===== src/sdw_pkg.sv =====
// Configuration, derived widths and beat layout of the width converter
package sdw_pkg;
  // ==========================================================
  // Configuration
  localparam int IN_BYTES   = 1;
  localparam int OUT_BYTES  = 2;
  localparam int STRB_EN    = 0;
  localparam int KEEP_EN    = 0;
  localparam int LAST_EN    = 0;
  localparam int ID_W       = 0;
  localparam int DEST_W     = 0;
  localparam int USER_BPB   = 0;
  localparam int ACLKEN_EN  = 0;
  localparam int FIFO_DEPTH = 8;
  localparam int MIN_BYTES  = 1;
  localparam int MAX_BYTES  = 512;
  localparam int MAX_SIDE_W = 32;
  localparam int BYTE_W     = 8;

  // ==========================================================
  // Derived widths
  localparam int IN_W    = IN_BYTES * BYTE_W;
  localparam int OUT_W   = OUT_BYTES * BYTE_W;
  localparam bit UPSIZE  = OUT_BYTES > IN_BYTES;
  localparam int WIDE_B  = UPSIZE ? OUT_BYTES : IN_BYTES;
  localparam int NARR_B  = UPSIZE ? IN_BYTES : OUT_BYTES;
  localparam int WIDE_W  = WIDE_B * BYTE_W;
  localparam int RATIO   = WIDE_B / NARR_B;
  localparam int IDX_W   = RATIO > 2 ? $clog2(RATIO) : 1;
  localparam int ID_PW   = ID_W > 0 ? ID_W : 1;
  localparam int DEST_PW = DEST_W > 0 ? DEST_W : 1;
  localparam int UB_PW   = USER_BPB > 0 ? USER_BPB : 1;
  // An early packet end while widening leaves empty output lanes
  localparam bit NULL_BYTES = UPSIZE && LAST_EN != 0;
  localparam bit KEEP_OUT   = KEEP_EN != 0 || NULL_BYTES;
  localparam logic [IDX_W-1:0] IDX_LAST = IDX_W'(RATIO - 1);
  localparam logic [IDX_W-1:0] IDX_ONE  = IDX_W'(1);

  // ==========================================================
  // One input beat as it is queued
  typedef struct packed {
    logic [IN_W-1:0]           data;
    logic [IN_BYTES-1:0]       keep;
    logic [IN_BYTES-1:0]       strb;
    logic [IN_BYTES*UB_PW-1:0] user;
    logic                      last;
    logic [ID_PW-1:0]          id;
    logic [DEST_PW-1:0]        dest;
  } sdw_beat_t;
  localparam int BEAT_W = $bits(sdw_beat_t);
endpackage


===== src/sdw_fifo_if.sv =====
// Handshake bundle between the converter and its input queue
`timescale 1ns/10ps
interface sdw_fifo_if #(parameter int W = 8);
  logic [W-1:0] in_data;
  logic         in_valid;
  logic         in_ready;
  logic [W-1:0] out_data;
  logic         out_valid;
  logic         out_ready;
  logic         ce;
  modport fifo (input in_data, in_valid, out_ready, ce,
                output in_ready, out_data, out_valid);
  modport user (output in_data, in_valid, out_ready, ce,
                input in_ready, out_data, out_valid);
endinterface


===== src/sdw_fifo.sv =====
// Beat queue with valid and ready on both sides
`timescale 1ns/10ps
module sdw_fifo #(
  parameter int W     = 8,
  parameter int DEPTH = 8
) (
  input  wire logic   sys_clk,
  input  wire logic   resetn,
  sdw_fifo_if.fifo    q
);
  localparam int PW = $clog2(DEPTH);
  localparam logic [PW:0] CNT_FULL = (PW + 1)'(DEPTH);
  localparam logic [PW:0] CNT_ZERO = '0;

  typedef struct packed {
    logic [PW-1:0] wp;
    logic [PW-1:0] rp;
    logic [PW:0]   cnt;
    logic          rdy;
    logic          vld;
  } sdw_fifo_st_t;

  // ==========================================================
  // State
  sdw_fifo_st_t r;
  sdw_fifo_st_t n;
  logic [W-1:0] mem [DEPTH];
  logic         push;
  logic         pop;

  assign push       = q.ce && q.in_valid && r.rdy;
  assign pop        = q.ce && q.out_ready && r.vld;
  assign q.in_ready = r.rdy;
  assign q.out_valid = r.vld;
  assign q.out_data = mem[r.rp];

  always_comb begin
    n = r;
    if (push) begin
      n.wp = r.wp + PW'(1);
    end
    if (pop) begin
      n.rp = r.rp + PW'(1);
    end
    n.cnt = r.cnt + (PW + 1)'(push) - (PW + 1)'(pop);
    // Ready is registered so a full queue stalls the source cleanly
    n.rdy = n.cnt != CNT_FULL;
    n.vld = n.cnt != CNT_ZERO;
  end

  always_ff @(posedge sys_clk or negedge resetn) begin
    if (!resetn) begin
      r <= '0;
      r.rdy <= 1'b1;
    end else begin
      r <= n;
    end
  end

  // Payload storage needs no reset
  always_ff @(posedge sys_clk) begin
    if (push) begin
      mem[r.wp] <= q.in_data;
    end
  end
endmodule // sdw_fifo


===== src/sdw_conv.sv =====
// Stream width converter: queue, repacking and registered output
`timescale 1ns/10ps
// How it works
// [RULE1] Input width is 1 to 512 bytes
// [RULE2] Output width is 1 to 512 bytes
// [RULE3] Equal input and output widths are rejected
// [RULE4] Output keep provided whenever null bytes possible
// [RULE5] Strobe on both ports or neither
// [RULE6] Packet end on both ports or neither
// [RULE7] Stream id present only when width nonzero
// [RULE8] Destination present only when width nonzero
// [RULE9] User bits present only when width nonzero
// [RULE10] Optional clock enable accompanies the clock
// [RULE11] Lowest bytes first; sideband follows its bytes
// [RULE12] Clock enable low freezes everything; payload held
module sdw_conv (
  input  wire logic                                    sys_clk,
  input  wire logic                                    resetn,
  input  wire logic                                    aclken,
  input  wire logic [sdw_pkg::IN_W-1:0]                s_tdata,
  input  wire logic [sdw_pkg::IN_BYTES-1:0]            s_tkeep,
  input  wire logic [sdw_pkg::IN_BYTES-1:0]            s_tstrb,
  input  wire logic                                    s_tlast,
  input  wire logic [sdw_pkg::ID_PW-1:0]               s_tid,
  input  wire logic [sdw_pkg::DEST_PW-1:0]             s_tdest,
  input  wire logic [sdw_pkg::IN_BYTES*sdw_pkg::UB_PW-1:0]  s_tuser,
  input  wire logic                                    s_tvalid,
  output wire logic                                    s_tready,
  output wire logic [sdw_pkg::OUT_W-1:0]               m_tdata,
  output wire logic [sdw_pkg::OUT_BYTES-1:0]           m_tkeep,
  output wire logic [sdw_pkg::OUT_BYTES-1:0]           m_tstrb,
  output wire logic                                    m_tlast,
  output wire logic [sdw_pkg::ID_PW-1:0]               m_tid,
  output wire logic [sdw_pkg::DEST_PW-1:0]             m_tdest,
  output wire logic [sdw_pkg::OUT_BYTES*sdw_pkg::UB_PW-1:0] m_tuser,
  output wire logic                                    m_tvalid,
  input  wire logic                                    m_tready
);
  localparam int IB  = sdw_pkg::IN_BYTES;
  localparam int OB  = sdw_pkg::OUT_BYTES;
  localparam int WB  = sdw_pkg::WIDE_B;
  localparam int UB  = sdw_pkg::UB_PW;
  localparam int IW  = sdw_pkg::IN_W;
  localparam int OW  = sdw_pkg::OUT_W;

  // ==========================================================
  // Configuration checks
  generate
    if (IB < sdw_pkg::MIN_BYTES || IB > sdw_pkg::MAX_BYTES) begin : g_bad_in
      $error("input byte width out of range"); // [RULE1]
    end
    if (OB < sdw_pkg::MIN_BYTES || OB > sdw_pkg::MAX_BYTES) begin : g_bad_out
      $error("output byte width out of range"); // [RULE2]
    end
    if (IB == OB) begin : g_bad_eq
      $error("input and output widths must differ"); // [RULE3]
    end
    // Only whole ratios are built; a partial ratio would need a shifter
    if (sdw_pkg::WIDE_B % sdw_pkg::NARR_B != 0) begin : g_bad_ratio
      $error("wider port must be a whole multiple of the narrower");
    end
    if (sdw_pkg::ID_W > sdw_pkg::MAX_SIDE_W) begin : g_bad_id
      $error("stream id too wide"); // [RULE7]
    end
    if (sdw_pkg::DEST_W > sdw_pkg::MAX_SIDE_W) begin : g_bad_dest
      $error("destination too wide"); // [RULE8]
    end
  endgenerate

  // ==========================================================
  // State
  typedef struct packed {
    logic [sdw_pkg::WIDE_W-1:0]     buf_data;
    logic [WB-1:0]                  buf_keep;
    logic [WB-1:0]                  buf_strb;
    logic [WB*UB-1:0]               buf_user;
    logic                           buf_last;
    logic [sdw_pkg::ID_PW-1:0]      buf_id;
    logic [sdw_pkg::DEST_PW-1:0]    buf_dest;
    logic [sdw_pkg::IDX_W-1:0]      idx;
    logic                           buf_v;
    logic [OW-1:0]                  m_data;
    logic [OB-1:0]                  m_keep;
    logic [OB-1:0]                  m_strb;
    logic [OB*UB-1:0]               m_user;
    logic                           m_last;
    logic [sdw_pkg::ID_PW-1:0]      m_id;
    logic [sdw_pkg::DEST_PW-1:0]    m_dest;
    logic                           m_valid;
  } sdw_conv_st_t;

  sdw_conv_st_t       r;
  sdw_conv_st_t       n;
  sdw_pkg::sdw_beat_t s_beat;
  sdw_pkg::sdw_beat_t in_b;
  logic               ce;
  logic               pop;
  logic               last_slice;

  // ==========================================================
  // Input side
  // Without the enable the block runs on every edge
  assign ce = (sdw_pkg::ACLKEN_EN != 0) ? aclken : 1'b1; // [RULE10]

  // Absent qualifiers are replaced so the repacking never sees them
  assign s_beat.data = s_tdata;
  assign s_beat.keep = (sdw_pkg::KEEP_EN != 0) ? s_tkeep : '1;
  assign s_beat.strb = (sdw_pkg::STRB_EN != 0) ? s_tstrb : '0; // [RULE5]
  assign s_beat.last = (sdw_pkg::LAST_EN != 0) ? s_tlast : 1'b0; // [RULE6]
  assign s_beat.id   = (sdw_pkg::ID_W > 0) ? s_tid : '0; // [RULE7]
  assign s_beat.dest = (sdw_pkg::DEST_W > 0) ? s_tdest : '0; // [RULE8]
  assign s_beat.user = (sdw_pkg::USER_BPB > 0) ? s_tuser : '0; // [RULE9]

  sdw_fifo_if #(.W(sdw_pkg::BEAT_W)) fq ();

  assign fq.in_data   = s_beat;
  assign fq.in_valid  = s_tvalid;
  assign fq.ce        = ce;
  assign fq.out_ready = pop;
  assign s_tready     = fq.in_ready;
  assign in_b         = fq.out_data;

  sdw_fifo #(
    .W     (sdw_pkg::BEAT_W),
    .DEPTH (sdw_pkg::FIFO_DEPTH)
  ) u_fifo (
    .sys_clk (sys_clk),
    .resetn  (resetn),
    .q       (fq)
  );

  // ==========================================================
  // Repacking
  // Widening fills one slot per beat; narrowing takes the whole beat
  // and hands it out one slice at a time.
  assign last_slice = sdw_pkg::UPSIZE || r.idx == sdw_pkg::IDX_LAST;

  always_comb begin
    n   = r;
    pop = 1'b0;
    if (ce) begin // [RULE12]
      if (r.m_valid && m_tready) begin
        n.m_valid = 1'b0;
      end
      if (r.buf_v && !n.m_valid) begin
        n.m_data  = r.buf_data[r.idx*OW +: OW]; // [RULE11]
        n.m_keep  = r.buf_keep[r.idx*OB +: OB]; // [RULE4]
        n.m_strb  = r.buf_strb[r.idx*OB +: OB]; // [RULE5]
        n.m_user  = r.buf_user[r.idx*OB*UB +: OB*UB]; // [RULE11]
        n.m_last  = r.buf_last && last_slice; // [RULE6]
        n.m_id    = r.buf_id;
        n.m_dest  = r.buf_dest;
        n.m_valid = 1'b1;
        if (last_slice) begin
          n.buf_v = 1'b0;
          n.idx   = '0;
        end else begin
          n.idx = r.idx + sdw_pkg::IDX_ONE;
        end
      end
      if (!n.buf_v && fq.out_valid) begin
        pop = 1'b1;
        // A fresh output beat starts with every lane null
        if (n.idx == '0) begin
          n.buf_keep = '0; // [RULE4]
          n.buf_strb = '0;
          n.buf_user = '0;
        end
        n.buf_data[n.idx*IW +: IW]     = in_b.data; // [RULE11]
        n.buf_keep[n.idx*IB +: IB]     = in_b.keep;
        n.buf_strb[n.idx*IB +: IB]     = in_b.strb;
        n.buf_user[n.idx*IB*UB +: IB*UB] = in_b.user; // [RULE9]
        n.buf_last = in_b.last;
        n.buf_id   = in_b.id; // [RULE7]
        n.buf_dest = in_b.dest; // [RULE8]
        // A packet end closes the wide beat early
        if (!sdw_pkg::UPSIZE || in_b.last ||
            n.idx == sdw_pkg::IDX_LAST) begin
          n.buf_v = 1'b1;
          n.idx   = '0;
        end else begin
          n.idx = n.idx + sdw_pkg::IDX_ONE;
        end
      end
    end
  end

  always_ff @(posedge sys_clk or negedge resetn) begin
    if (!resetn) begin
      r <= '0;
    end else begin
      r <= n;
    end
  end

  // ==========================================================
  // Output side
  assign m_tdata  = r.m_data;
  assign m_tkeep  = r.m_keep;
  assign m_tstrb  = r.m_strb;
  assign m_tlast  = r.m_last;
  assign m_tid    = r.m_id;
  assign m_tdest  = r.m_dest;
  assign m_tuser  = r.m_user;
  assign m_tvalid = r.m_valid;
endmodule // sdw_conv


===== config.mk =====
export PLATFORM = sky130hd
export DESIGN_NAME = sdw_conv
export DESIGN_NICKNAME = d
export VERILOG_FILES = /design/src/sdw_pkg.sv /design/src/sdw_fifo_if.sv /design/src/sdw_fifo.sv /design/src/sdw_conv.sv
export SDC_FILE = /design/constraint.sdc
export NUM_CORES = 1
export LEC_CHECK = 0
export BUFFER_PORTS_ARGS = -buffer_cell sky130_fd_sc_hd__clkbuf_2
export CORE_ASPECT_RATIO = 0.6
export CORE_UTILIZATION = 55
export CTS_CLUSTER_DIAMETER = 200
export DETAILED_ROUTE_END_ITERATION = 8
export PLACE_DENSITY = 0.8
export REMOVE_ABC_BUFFERS = 1
export SLEW_MARGIN = 20
export SYNTH_ARGS = -nofsm -noshare
export SYNTH_HDL_FRONTEND = slang
export SYNTH_SLANG_ARGS = --single-unit

===== constraint.sdc =====
create_clock -name sys_clk -period 6.08 [get_ports sys_clk]
set_input_delay 1.216 -clock sys_clk [delete_from_list [all_inputs] [get_ports sys_clk]]
set_output_delay 1.216 -clock sys_clk [all_outputs]
set_load 0.01 [all_outputs]

==> flow_summary.yaml <==
global_routing:
  first_global_vias: 2682
  antenna_found_initial: 0
  global_route.overflow_total: 0
  grt_pass1_wl_um: 13800
  grt_start_max_net_pins: 53
  track_usage: 0.217
drt:
  vias: 2689
  drc: 0
  routedWlPerCell_um: 17.8
  wl_um: 8740
  dr.pass1.iters: 4
  drtAntennaViolNets: 0
  drtIter0Drc: 234
  routed_via_density: 5.48
synthesis:
  synthArstFlopShare: 0.448
  ys_types: 37
  synth_edf_count: 64
  synth_area_leaders: "edfxtp_1 40%, dfrtp_1 27%, mux2_2 4.0%"
  yosys.area.top_type: "edfxtp_1"
  synth_flop_cell: "edfxtp_1"
  syn_area_sq_um: 4820
  syn_avg_cell_area_sq_um: 14.1
  yosysWarnings: 0
  netlist_top_cells_count: "64 x edfxtp_1, 51 x dfrtp_1, 29 x inv_1"
  syn_inst: 342
  synth_top_area_share: 0.399
  synth_most_common_cell: "edfxtp_1"
  synth_seq_cells: 116
  ys_seq_area_frac: 0.670
clocking:
  cts_root_buf: "clkbuf_16"
  post_cts_buffers: 0
  htreeDepth: 4
  clock_latency_ps: 410
  cts_tree: "yes"
  tritoncts.num_buffers: 17
  holdBufCountCts: 0
  clk_pin_slew_ps: 50
  cts_buffer_depth: 2
  clkSinkCount: 116
  postCtsResizedCells: 0
critical_path:
  critPathMaxFanout: 4
  rrSetupSlack_ps: 3570
  critPathCapture: "u_fifo.q.out_valid$_DFF_PN0_"
  startpoint_type: "input pin"
  reg2reg_depth: 12
  reg2reg_from: "m_tvalid$_DFF_PN0_"
  r2r-end: "u_fifo.q.out_valid$_DFF_PN0_"
  criticalPathCategory: "input pin to flip-flop"
  critPathLaunch: "m_tready"
  cp.required_ps: 6360
  cp.arrival_ps: 3320
  critPathCaptureType: "flip-flop"
timing:
  hold_viol_final: 0
  rsz0062_at_grt: "false"
  period_share: 0.500
  fmax_mhz: 329
  tightest_slew_ps: 1010
  layout_setup_ws_ps: 3040
  setup_viol: 0
  max-slew-margin-rel: 0.325
  tns_ps: 0
  report.final.slew_viol_count: 0
  clock-skew-final_ps: 4.76
  finalCriticalPeriod_ps: 3040
placed_design:
  routabilityCongestion: 0.756
  dp_slack_ps: 2640
  port_buffers: 35
  place_hpwl_um: 5500
power:
  p_int_mw: 2.15
  clock_power_share: 0.336
  p_sw_mw: 0.982
  p_comb_frac: 0.292
  p_sw_frac: 0.314
  irDropWorstVdd_v: 0.000375
  pwr-share-seq: 0.372
  power.density_nw_per_um2: 566
  p_leak_nw: 2.29
status:
  status: "complete, no violations"
floorplanning:
  ios: 46
  fp.dieH_um: 74.5
  start_util: 0.567
  row_count: 26
  die-area_sq_um: 9150
  core_area_sq_um: 8490
  die_width_um: 123
finish:
  antenna_cells: 0
  area_growth_pct: 14.8
  drive_gt1_frac: 0.240
  fillers: 607
  nets: 394
hold_path:
  hp-class: "flip-flop to flip-flop"
job:
  maxCapViolCount: 0
-- power by group through the flow --
| stage | sequential (mW) | combinational [mW] | clock (mW) |
|---|---|---|---|
| 3_5_place_dp | 1.18 | 0.917 | 0 |
| 5_1_grt | 1.19 | 1.02 | 1.10 |
| 2_1_floorplan | 1.20 | 0.591 | 0 |
| 4_1_cts | 1.16 | 0.925 | 1.07 |
| 6_report | 1.16 | 0.913 | 1.05 |
| 3_3_place_gp | 1.16 | 0.875 | 0 |
-- registers in the layout, summed over array words and instances (netlist names) --
signal and cells:
m_tdata 16, u_fifo.mem 64, m_tstrb 1, u_fifo.q.in_ready 1
m_tkeep 2, m_tvalid 1, u_fifo.r 10, u_fifo.q.out_valid 1
r 20
-- logic make-up after synthesis --
logic type / synth area share
and+or+nand+nor: 0.0475
AOI/OAI and AO/OA: 0.0852
other: 0.000779
xor gates and xnor gates: 0.0127
adders and majority gates: 0.0249
DFF: 0.670
muxes: 0.0751
buffers and inverters: 0.0842
-- critical path, stage by stage --
cell and delay, ps:
clkbuf_2 80, nor2b_1 190, nand2_1 110, nand2_1 150
inv_1 110, ha_1 290, inv_1 60, ha_1 170
inv_1 60, fa_1 490, inv_1 60, nor3_1 210
nand2b_1 100
-- final cells by class --
class,instances,area [sq um],share of cell area
clock inverter,12,184,0.0333
multi-input combinational,160,1200,0.217
clock buffer,20,447,0.0808
tap,112,140,0.0253
sequential,116,3220,0.583
inverter,29,109,0.0197
timing repair buffer,42,228,0.0412
-- per-layer routing --
| metal | up-vias | track usage | part of all wire |
|---|---|---|---|
| met2 | 94 | 0.328 | 0.47 |
| met5 | - | 0 | 0 |
| li1 | 1256 | - | - |
| met4 | 0 | 0.107 | 0.015 |
| met3 | 14 | 0.0613 | 0.076 |
| met1 | 1325 | 0.293 | 0.44 |
-- how the worst min path moves through the flow --
stage	from	endpoint	slack (ps)	cells past startpoint
after floorplan	r[36]$_DFFE_PN0P_	r[36]$_DFFE_PN0P_	460	1
after global routing	m_tdata[11]$_DFFE_PN0P_	m_tdata[11]$_DFFE_PN0P_	500	2
final	m_tdata[7]$_DFFE_PN0P_	m_tdata[7]$_DFFE_PN0P_	470	2
after detailed placement	m_tdata[2]$_DFFE_PN0P_	m_tdata[2]$_DFFE_PN0P_	470	2
after CTS	m_tdata[11]$_DFFE_PN0P_	m_tdata[11]$_DFFE_PN0P_	480	2
after global placement	m_tdata[14]$_DFFE_PN0P_	m_tdata[14]$_DFFE_PN0P_	460	2
-- stage by stage --
step	util	area, sq um	cells	hold slack, ps	power (mW)
after floorplan	-	4530	305	457	1.79
after global placement	0.577	4900	459	462	2.04
after detailed placement	0.577	4900	459	466	2.09
after CTS	0.651	5530	491	478	3.15
after global routing	0.651	5530	491	497	3.31
final	0.651	5530	491	474	3.13
-- cells in the final DEF (no fill, tap or decap), drive strengths merged, types with 2 or more instances in the layout --
cell     n
inv     29
xnor2    7
edfxtp  64
ha       8
bufinv   5
nor2     4
clkbuf  55
nand2b   6
o22ai   21
buf      7
nor3     5
mux2    17
mux2i   17
nor2b    2
o21ai    4
nand2   28
o31ai   17
dfrtp   51
clkinv   6
o221ai   2
a22oi    3
a221o    5
conb     3
nand3    3
Power figures use the tool's default switching activity.
